**src/regfile_pkg.sv**
```systemverilog
// shared constants and types of the buffered control-register file
package regfile_pkg;

  // address space, one byte per address
  localparam int          ADDR_W        = 16;
  localparam int          DATA_W        = 8;
  localparam logic [15:0] ADDR_LAST     = 16'h0e3f;

  // live control registers
  localparam logic [15:0] READBACK_ADDR = 16'h0004;
  localparam int          READBACK_BIT  = 0;
  localparam logic [15:0] UPDATE_ADDR   = 16'h0005;
  localparam int          UPDATE_BIT    = 0;

  // buffered interrupt mask, serial-clock class, eight bytes
  localparam logic [15:0] MASK_BASE     = 16'h0209;
  localparam logic [15:0] MASK_LAST     = 16'h0210;
  localparam int          MASK_BYTES    = 8;
  localparam logic [63:0] MASK_RESET    = 64'h0000_0000_0000_0000;

  // buffered phase offset step size, system-clock class, two bytes
  localparam logic [15:0] STEP_BASE     = 16'h0314;
  localparam logic [15:0] STEP_LAST     = 16'h0315;
  localparam int          STEP_BYTES    = 2;
  localparam logic [15:0] STEP_RESET    = 16'h03e8;

  // read-only status snapshot
  localparam logic [15:0] STATUS_ADDR   = 16'h0d00;
  localparam logic [7:0]  STATUS_RESET  = 8'h00;

  // storage sequence area, kept byte for byte
  localparam logic [15:0] SEQ_BASE      = 16'h0e10;
  localparam logic [15:0] SEQ_LAST      = 16'h0e3f;
  localparam int          SEQ_DEPTH     = 48;
  localparam int          SEQ_AW        = 6;

  // system clock divider for the system-clock update class
  localparam int          SYS_DIV       = 32;
  localparam int          DIV_W         = 5;
  localparam logic [4:0]  DIV_LAST      = 5'(SYS_DIV - 1);

  // one byte access from either access source
  typedef struct packed {
    logic        wr;
    logic        rd;
    logic [15:0] addr;
    logic [7:0]  wdata;
  } byte_req_t;

  // read answer to either source
  typedef struct packed {
    logic       valid;
    logic [7:0] data;
  } byte_rsp_t;

  typedef enum logic [2:0] {
    CLS_NONE,
    CLS_LIVE_CTRL,
    CLS_MASK,
    CLS_STEP,
    CLS_STATUS,
    CLS_SEQ
  } reg_cls_t;

endpackage

```
**src/buffered_register_file_access.sv**
```systemverilog
// buffered/active control-register file with update and access arbitration
`timescale 1ns/1ps
module buffered_register_file_access (
  // clock and reset
  input  wire logic                   core_clk_in,
  input  wire logic                   resetn_in,
  // serial control port byte access
  input  wire regfile_pkg::byte_req_t sp_req_in,
  output regfile_pkg::byte_rsp_t      sp_rsp_out,
  // eeprom controller byte access
  input  wire logic                   ee_active_in,
  input  wire regfile_pkg::byte_req_t ee_req_in,
  output regfile_pkg::byte_rsp_t      ee_rsp_out,
  // multifunction pin used as update input
  input  wire logic                   update_pin_en_in,
  input  wire logic                   update_pin_in,
  // device state seen through the read-only register
  input  wire logic [7:0]             status_in,
  // active values and the update busy flag to the internal functions
  output logic [63:0]                 irq_mask_out,
  output logic [15:0]                 step_size_out,
  output logic                        update_busy_out
);

  typedef struct packed {
    logic                     readback_buffered;
    logic                     update_req;
    logic [63:0]              mask_buf;
    logic [63:0]              mask_act;
    logic [15:0]              step_buf;
    logic [15:0]              step_act;
    logic                     c_pending;
    logic [4:0]               div_cnt;
    logic [7:0]               status_act;
    logic                     pin_meta;
    logic                     pin_sync;
    logic                     pin_prev;
    logic                     sp_pend;
    logic                     sp_req_late;
    logic                     sp_from_mem;
    logic [7:0]               sp_byte;
    logic                     ee_pend;
    logic                     ee_req_late;
    logic                     ee_from_mem;
    logic [7:0]               ee_byte;
    regfile_pkg::byte_rsp_t   sp_rsp;
    regfile_pkg::byte_rsp_t   ee_rsp;
  } state_t;

  state_t st_reg;
  state_t st_next;

  logic [7:0] mem_rdata;
  logic       mem_we;
  logic [5:0] mem_addr;
  logic [7:0] mem_wdata;

  //////////////////////////////////////////////////////////////////////////
  // address decode and access classes

  function automatic regfile_pkg::reg_cls_t classify(input logic [15:0] a);
    regfile_pkg::reg_cls_t c;
    c = regfile_pkg::CLS_NONE;
    if (a == regfile_pkg::READBACK_ADDR || a == regfile_pkg::UPDATE_ADDR) begin
      c = regfile_pkg::CLS_LIVE_CTRL;
    end else if (a >= regfile_pkg::MASK_BASE && a <= regfile_pkg::MASK_LAST) begin
      c = regfile_pkg::CLS_MASK;
    end else if (a >= regfile_pkg::STEP_BASE && a <= regfile_pkg::STEP_LAST) begin
      c = regfile_pkg::CLS_STEP;
    end else if (a == regfile_pkg::STATUS_ADDR) begin
      c = regfile_pkg::CLS_STATUS;
    end else if (a >= regfile_pkg::SEQ_BASE && a <= regfile_pkg::ADDR_LAST) begin
      c = regfile_pkg::CLS_SEQ;
    end
    return c;
  endfunction

  // only the one class of the address is checked; with source, eeprom activity and direction it decides
  function automatic logic allowed(input regfile_pkg::reg_cls_t c,
                                   input logic from_ee,
                                   input logic ee_active,
                                   input logic is_wr);
    logic ok;
    ok = 1'b0;
    unique case (c)
      regfile_pkg::CLS_NONE: begin
        ok = 1'b0;
      end
      regfile_pkg::CLS_STATUS: begin
        ok = !is_wr && !from_ee;
      end
      regfile_pkg::CLS_LIVE_CTRL: begin
        ok = !from_ee && !ee_active;
      end
      default: begin
        ok = from_ee ? ee_active : !ee_active;
      end
    endcase
    return ok;
  endfunction

  // register byte other than the memory area
  function automatic logic [7:0] read_byte(input logic [15:0] a,
                                           input regfile_pkg::reg_cls_t c,
                                           input state_t s);
    logic [15:0] off;
    logic [63:0] m;
    logic [15:0] p;
    logic [7:0]  b;
    off = 16'h0000;
    m   = s.readback_buffered ? s.mask_buf : s.mask_act;
    p   = s.readback_buffered ? s.step_buf : s.step_act;
    b   = 8'h00;
    unique case (c)
      regfile_pkg::CLS_LIVE_CTRL: begin
        if (a == regfile_pkg::READBACK_ADDR) begin
          b = {7'h00, s.readback_buffered};
        end else begin
          b = {7'h00, s.update_req};
        end
      end
      regfile_pkg::CLS_MASK: begin
        off = a - regfile_pkg::MASK_BASE;
        b   = m[{off[2:0], 3'b000} +: 8];
      end
      regfile_pkg::CLS_STEP: begin
        off = a - regfile_pkg::STEP_BASE;
        b   = p[{off[0], 3'b000} +: 8];
      end
      regfile_pkg::CLS_STATUS: begin
        b = s.status_act;
      end
      default: begin
        b = 8'h00;
      end
    endcase
    return b;
  endfunction

  //////////////////////////////////////////////////////////////////////////
  // next state

  regfile_pkg::reg_cls_t sp_cls;
  regfile_pkg::reg_cls_t ee_cls;
  regfile_pkg::byte_req_t wr_req;
  regfile_pkg::reg_cls_t wr_cls;
  logic                   sp_rd_ok;
  logic                   ee_rd_ok;
  logic                   wr_ok;
  logic                   pin_edge;
  logic                   go;
  logic                   div_tick;
  logic [15:0]            wr_off;

  always_comb begin
    st_next = st_reg;
    wr_off  = 16'h0000;

    sp_cls = classify(sp_req_in.addr);
    ee_cls = classify(ee_req_in.addr);

    // only one source may write: the controller while active, else the port
    wr_req = ee_active_in ? ee_req_in : sp_req_in;
    wr_cls = ee_active_in ? ee_cls : sp_cls;
    wr_ok  = wr_req.wr && allowed(wr_cls, ee_active_in, ee_active_in, 1'b1);

    sp_rd_ok = sp_req_in.rd && allowed(sp_cls, 1'b0, ee_active_in, 1'b0);
    ee_rd_ok = ee_req_in.rd && allowed(ee_cls, 1'b1, ee_active_in, 1'b0);

    // the first stage feeds only the second
    st_next.pin_meta = update_pin_in;
    st_next.pin_sync = st_reg.pin_meta;
    st_next.pin_prev = st_reg.pin_sync;
    pin_edge = update_pin_en_in && st_reg.pin_sync && !st_reg.pin_prev;

    // free-running divider that paces the system-clock class
    st_next.div_cnt = (st_reg.div_cnt == regfile_pkg::DIV_LAST) ?
                      5'h00 : st_reg.div_cnt + 5'h01;
    div_tick = (st_reg.div_cnt == regfile_pkg::DIV_LAST);

    // a trigger that comes while the previous update is still pending is ignored, except an update-bit write in the cycle the update completes
    go = !st_reg.c_pending && (pin_edge || st_reg.update_req);

    if (go) begin
      st_next.mask_act   = st_reg.mask_buf;
      st_next.status_act = status_in;
      st_next.c_pending  = 1'b1;
    end

    if (st_reg.c_pending && div_tick) begin
      st_next.step_act   = st_reg.step_buf;
      st_next.c_pending  = 1'b0;
      st_next.update_req = 1'b0;
    end

    // writes land in buffered copies; live bits act at once
    if (wr_ok) begin
      unique case (wr_cls)
        regfile_pkg::CLS_LIVE_CTRL: begin
          if (wr_req.addr == regfile_pkg::READBACK_ADDR) begin
            st_next.readback_buffered =
              wr_req.wdata[regfile_pkg::READBACK_BIT];
          end else if (wr_req.wdata[regfile_pkg::UPDATE_BIT]) begin
            st_next.update_req = 1'b1;
          end
        end
        regfile_pkg::CLS_MASK: begin
          wr_off = wr_req.addr - regfile_pkg::MASK_BASE;
          st_next.mask_buf[{wr_off[2:0], 3'b000} +: 8] =
            wr_req.wdata;
        end
        regfile_pkg::CLS_STEP: begin
          wr_off = wr_req.addr - regfile_pkg::STEP_BASE;
          st_next.step_buf[{wr_off[0], 3'b000} +: 8] =
            wr_req.wdata;
        end
        default: begin
          st_next.readback_buffered = st_reg.readback_buffered;
        end
      endcase
    end

    // read pipeline: capture, then merge with the memory's registered data
    st_next.sp_pend     = sp_rd_ok;
    st_next.sp_from_mem = sp_rd_ok && sp_cls == regfile_pkg::CLS_SEQ;
    st_next.sp_byte     = sp_rd_ok ?
                          read_byte(sp_req_in.addr, sp_cls, st_reg) : 8'h00;
    st_next.ee_pend     = ee_rd_ok;
    st_next.ee_from_mem = ee_rd_ok && ee_cls == regfile_pkg::CLS_SEQ;
    st_next.ee_byte     = ee_rd_ok ?
                          read_byte(ee_req_in.addr, ee_cls, st_reg) : 8'h00;

    // a refused read still answers, with a zero byte
    st_next.sp_rsp.valid = st_reg.sp_pend || st_reg.sp_req_late;
    st_next.sp_rsp.data  = st_reg.sp_from_mem ? mem_rdata : st_reg.sp_byte;
    st_next.ee_rsp.valid = st_reg.ee_pend || st_reg.ee_req_late;
    st_next.ee_rsp.data  = st_reg.ee_from_mem ? mem_rdata : st_reg.ee_byte;
    st_next.sp_req_late  = sp_req_in.rd && !sp_rd_ok;
    st_next.ee_req_late  = ee_req_in.rd && !ee_rd_ok;
  end

  //////////////////////////////////////////////////////////////////////////
  // sequence area memory; bytes keep their own order, no value is assembled

  always_comb begin
    mem_addr  = 6'h00;
    mem_we    = wr_ok && wr_cls == regfile_pkg::CLS_SEQ;
    mem_wdata = wr_req.wdata;
    if (ee_active_in) begin
      mem_addr = 6'(ee_req_in.addr - regfile_pkg::SEQ_BASE);
    end else begin
      mem_addr = 6'(sp_req_in.addr - regfile_pkg::SEQ_BASE);
    end
  end

  seq_ram #(
    .WIDTH (regfile_pkg::DATA_W),
    .DEPTH (regfile_pkg::SEQ_DEPTH),
    .AW    (regfile_pkg::SEQ_AW)
  ) u_seq_ram (
    .core_clk_in (core_clk_in),
    .resetn_in   (resetn_in),
    .we_in       (mem_we),
    .addr_in     (mem_addr),
    .wdata_in    (mem_wdata),
    .rdata_out   (mem_rdata)
  );

  //////////////////////////////////////////////////////////////////////////
  // state register

  always_ff @(posedge core_clk_in or negedge resetn_in) begin
    if (!resetn_in) begin
      st_reg            <= '0;
      st_reg.mask_buf   <= regfile_pkg::MASK_RESET;
      st_reg.mask_act   <= regfile_pkg::MASK_RESET;
      st_reg.step_buf   <= regfile_pkg::STEP_RESET;
      st_reg.step_act   <= regfile_pkg::STEP_RESET;
      st_reg.status_act <= regfile_pkg::STATUS_RESET;
    end else begin
      st_reg <= st_next;
    end
  end

  assign sp_rsp_out      = st_reg.sp_rsp;
  assign ee_rsp_out      = st_reg.ee_rsp;
  assign irq_mask_out    = st_reg.mask_act;
  assign step_size_out   = st_reg.step_act;
  assign update_busy_out = st_reg.c_pending;

endmodule // buffered_register_file_access

```
**src/seq_ram.sv**
```systemverilog
// byte memory for the storage sequence area, registered read data
`timescale 1ns/1ps
module seq_ram #(
  parameter int WIDTH = 8,
  parameter int DEPTH = 48,
  parameter int AW    = 6
) (
  // clock and reset
  input  wire logic             core_clk_in,
  input  wire logic             resetn_in,
  // access port
  input  wire logic             we_in,
  input  wire logic [AW-1:0]    addr_in,
  input  wire logic [WIDTH-1:0] wdata_in,
  output logic      [WIDTH-1:0] rdata_out
);

  logic [WIDTH-1:0] mem_reg [DEPTH];

  always_ff @(posedge core_clk_in) begin
    if (we_in) begin
      mem_reg[addr_in] <= wdata_in;
    end
  end

  always_ff @(posedge core_clk_in or negedge resetn_in) begin
    if (!resetn_in) begin
      rdata_out <= '0;
    end else begin
      rdata_out <= mem_reg[addr_in];
    end
  end

endmodule // seq_ram

```
**config.mk**
```make
export PLATFORM = sky130hd
export DESIGN_NAME = buffered_register_file_access
export DESIGN_NICKNAME = d
export VERILOG_FILES = /design/src/regfile_pkg.sv /design/src/buffered_register_file_access.sv /design/src/seq_ram.sv
export SDC_FILE = /design/constraint.sdc
export NUM_CORES = 1
export LEC_CHECK = 0
export BUFFER_PORTS_ARGS = -buffer_cell sky130_fd_sc_hd__buf_2
export CAP_MARGIN = 30
export CELL_PAD_IN_SITES_DETAIL_PLACEMENT = 1
export CELL_PAD_IN_SITES_GLOBAL_PLACEMENT = 2
export CORE_MARGIN = 2
export CORE_UTILIZATION = 40
export CTS_CLUSTER_SIZE = 30
export DETAILED_ROUTE_END_ITERATION = 10
export MAX_ROUTING_LAYER = met4
export PLACE_DENSITY = 0.71
export SETUP_SLACK_MARGIN = 0.02
export SYNTH_ARGS = -nofsm -noshare
export SYNTH_HDL_FRONTEND = slang
export SYNTH_HIERARCHICAL = 1
export SYNTH_SLANG_ARGS = --single-unit
```
**constraint.sdc**
```tcl
create_clock -name core_clk_in -period 2.81 [get_ports core_clk_in]
set_input_delay 0.281 -clock core_clk_in [delete_from_list [all_inputs] [get_ports core_clk_in]]
set_output_delay 0.281 -clock core_clk_in [all_outputs]
set_load 0.01 [all_outputs]
```
==> results.py <==
metrics = {
    "power_and_ir_drop": {
        "finalPower_mw": 22.35,
        "leakage_nw": 13.06,
        "vdd_drop_max_mv": 0.4036,
        "powerDensity_mw_per_mm2": 656.2,
    },
    "flow_run": {
        "max_cap_viol_count": 0,
    },
    "timing": {
        "fin_worst_skew_ps": 18.35,
        "min_period_over_period_pct": 99.95,
        "postLayoutSetupSlackWorst_ps": 1.519,
        "tightest_slew_ps": 947.6,
        "post-route-min-period_ps": 2808,
        "fin_tns_setup_ps": 0,
        "rsz0062_at_grt": "yes",
        "slew_headroom_pct": 36.83,
        "hold_viol": 0,
        "fmax_mhz": 356.1,
        "setup_viol": 0,
        "final_max_slew_viol_count": 0,
    },
    "floorplanning": {
        "die_y_um": 267.4,
        "initial_utilization_pct": 40.45,
        "row_count": 96,
        "core_area_mm2": 0.06859,
        "dieArea_mm2": 0.07148,
        "pin_count": 164,
        "die_x_um": 267.4,
    },
    "synth": {
        "synthCells": 1826,
        "ys_ff_latch": 611,
        "synth_fp_nets": 1904,
        "synth_area_mm2": 0.02774,
        "synth_edf_count": 384,
        "syn_area_per_cell_um2": 15.19,
        "synth_flop_cell": "edfxtp_1",
        "synth_warnings": 6,
        "ys_seq_area_share_pct": 62.09,
        "synthDistinctLibCells": 81,
        "synthArstFlopShare_pct": 37.15,
    },
    "clocking": {
        "clock_latency_ps": 610,
        "cts_htree_levels": 3,
        "cts.sinks": 611,
        "root_buffer": "clkbuf_16",
        "cts_made_buffers": 68,
        "cts.clk_slew.worst_paths_ps": 60,
        "cts_tree": "yes",
        "clockBufferDepth": 3,
    },
    "routing": {
        "drc": 0,
        "vias": 18170,
        "first_pass_iters": 6,
        "wl_per_cell_um": 28.22,
        "ant_nets": 0,
        "viasPerCell": 5.739,
        "drt_iter0_markers": 1738,
        "routed_wl_um": 89380,
    },
    "grt": {
        "track_usage_pct": 26.11,
        "grt-ovfl-total": 0,
        "grt_pass1_wl_um": 131300,
        "grt.met3_usage_pct": 5.480,
        "use_met1_pct": 35.56,
        "grt_pass1_vias": 19240,
        "grt_max_degree": 70,
        "grt_use_met2_pct": 40.08,
        "antenna_found_initial": 1,
        "busiest_layer": "met2",
    },
    "critical_path": {
        "path_class": "in -> reg",
        "worst_setup_path_end_kind": "flip-flop",
        "critical_path_required_ps": 3090,
        "cp.arrival_ps": 3090,
        "cp_slowest_cell": "or4b_4",
        "critPathMaxFanout": 8,
        "path_cells": "buf_6 > or4b_4 > or4b_4 > a2111oi_4 > buf_4 > nor4_4 > nor2_4 > and3_4 > nand2_2 > or3_4 > nor2_4",
        "cp_slowest_stage_delay_ps": 530,
        "start_kind": "input port",
    },
    "final_layout": {
        "seqCellArea_mm2": 0.01723,
        "areaGrowthSynthToFinish_pct": 22.75,
        "drive_above_1_share_pct": 43.60,
        "fill_cells": 6678,
        "largest_register_ffs": 384,
        "multi_input_area_mm2": 0.009388,
        "fin_nets": 2261,
    },
    "placed_design": {
        "gp_congestion": 0.9351,
        "place_ws_ps": -602.2,
        "dp_hpwl_um": 62330,
        "io_buffers": 163,
    },
    "run_status": {
        "outcome": "finished, final reports clean",
    },
    "hold_path": {
        "hold_path_class": "in -> reg",
    },
}
==> path summary, 6_finish.rpt <==
path / startpoint / endpoint / slack, ps / cells after the start
max: sp_req_in[13] / u_seq_ram/mem_reg[37][5] / 2 / 11
min: update_pin_en_in / update_busy_out / 140 / 3
max reg2reg: st_reg[218] / st_reg[30] / 230 / 5
min reg2reg: st_next[41] / st_next[40] / 360 / 0
max in group asynchronous: resetn_in / step_size_out[5] / 1800 / 3
min in group asynchronous: resetn_in / ee_rsp_out[1] / 230 / 2
==> critical path: cells and delay by family <==
family,cells,cell delay (ps)
compound gates,1,290
buf+inv,2,280
simple gates,8,2220
==> layout by cell type, fill, tap and decap left out, types with 12 or more instances in the layout <==
| cell | instances |
|---|---|
| edfxtp_1 | 384 |
| buf_4 | 263 |
| dfrtp_1 | 214 |
| mux2_2 | 200 |
| buf_2 | 160 |
| mux4_2 | 92 |
| nor2_1 | 88 |
| a221oi_1 | 84 |
| nand2_1 | 75 |
| clkbuf_16 | 71 |
| mux2i_1 | 55 |
| buf_12 | 48 |
| o21ai_0 | 39 |
| inv_1 | 33 |
| a22oi_1 | 28 |
| nor2_4 | 24 |
| nor2_2 | 15 |
| a21oi_1 | 15 |
| o22ai_1 | 15 |
| clkbuf_1 | 14 |
| nand3_1 | 13 |
| a222oi_1 | 13 |
| o211ai_1 | 13 |
| ha_1 | 12 |
| dlygate4sd3_1 | 12 |
| dfstp_2 | 12 |
==> cells in the mapped netlist (9+ instances only) <==
cell type,n,share of area (%)
a21oi_1,16,0.29
a221oi_1,84,2.7
a222oi_1,13,0.47
a22oi_1,28,0.76
buf_1,10,0.14
buf_2,30,0.54
buf_4,107,2.9
buf_6,10,0.41
clkbuf_1,44,0.60
dfrtp_1,215,19
dfstp_2,12,1.1
edfxtp_1,384,42
ha_1,13,0.59
inv_1,38,0.51
mux2_2,200,8.1
mux2_4,9,0.49
mux2i_1,56,2.0
mux4_2,92,7.5
nand2_1,76,1.0
nand3_1,13,0.23
nor2_1,126,1.7
nor2b_1,12,0.27
o2111ai_1,10,0.32
o211ai_1,13,0.35
o21ai_0,41,0.74
o22ai_1,16,0.36
==> metal layers <==
| layer | vias up | routed length [um] |
|---|---|---|
| li1 | 7774 | - |
| met1 | 9649 | 39140 |
| met2 | 622 | 42170 |
| met3 | 129 | 6036 |
| met4 | 0 | 2028 |
| met5 | - | 0 |
==> logic make-up (layout without fill, tap and decap cells) <==
kind of cell / Yosys count / count (layout) / share of synthesized area, %
compound gates: 276 / 276 / 7.730
xor+xnor: 5 / 5 / 0.1578
fa+ha+maj: 13 / 13 / 0.5863
buf+inv: 243 / 651 / 5.141
flops: 611 / 611 / 62.09
mux: 364 / 364 / 18.38
other cells: 0 / 2 / 0
simple gates: 314 / 314 / 5.913
==> timing repair <==
| action | in CTS | in global routing |
|---|---|---|
| cloned | 0 | 0 |
| setup buffers | 0 | 3 |
| endpoints found under the setup margin | 9 | 200 |
| pin swaps | 1 | 5 |
| endpoints found under the hold margin | 74 | 0 |
| hold buffers | 12 | 0 |
| gates resized for setup | 0 | 10 |
==> per-stage QoR <==
step	cells	util [%]	hold WS, ps	cell area, um2
2_1_floorplan	1826	-	-14.59	28080
3_3_place_gp	3028	46.15	272.8	31650
6_report	3167	49.65	141.8	34050
3_5_place_dp	3029	46.18	271.4	31670
5_1_grt	3166	49.65	177.2	34050
4_1_cts	3162	49.54	128.8	33980
==> report_power, final <==
part / switching (mW) / internal [mW] / leakage [nW]
logic: 1.74 / 1.39 / 5.68
registers: 0.413 / 10.0 / 6.31
clock network: 3.65 / 5.12 / 1.07
total: 5.81 / 16.5 / 13.1
==> layout make-up <==
| class | count | area share (%) |
|---|---|---|
| flip-flops and latches | 611 | 50.60 |
| multi-input cells | 972 | 27.57 |
| repair buffers | 488 | 11.50 |
| clock buffers | 93 | 5.695 |
| well taps | 931 | 3.421 |
| clock inverters | 28 | 0.7275 |
| inverters | 42 | 0.4776 |
| diodes | 2 | 0.01470 |
(Power assumes the default switching activity.)
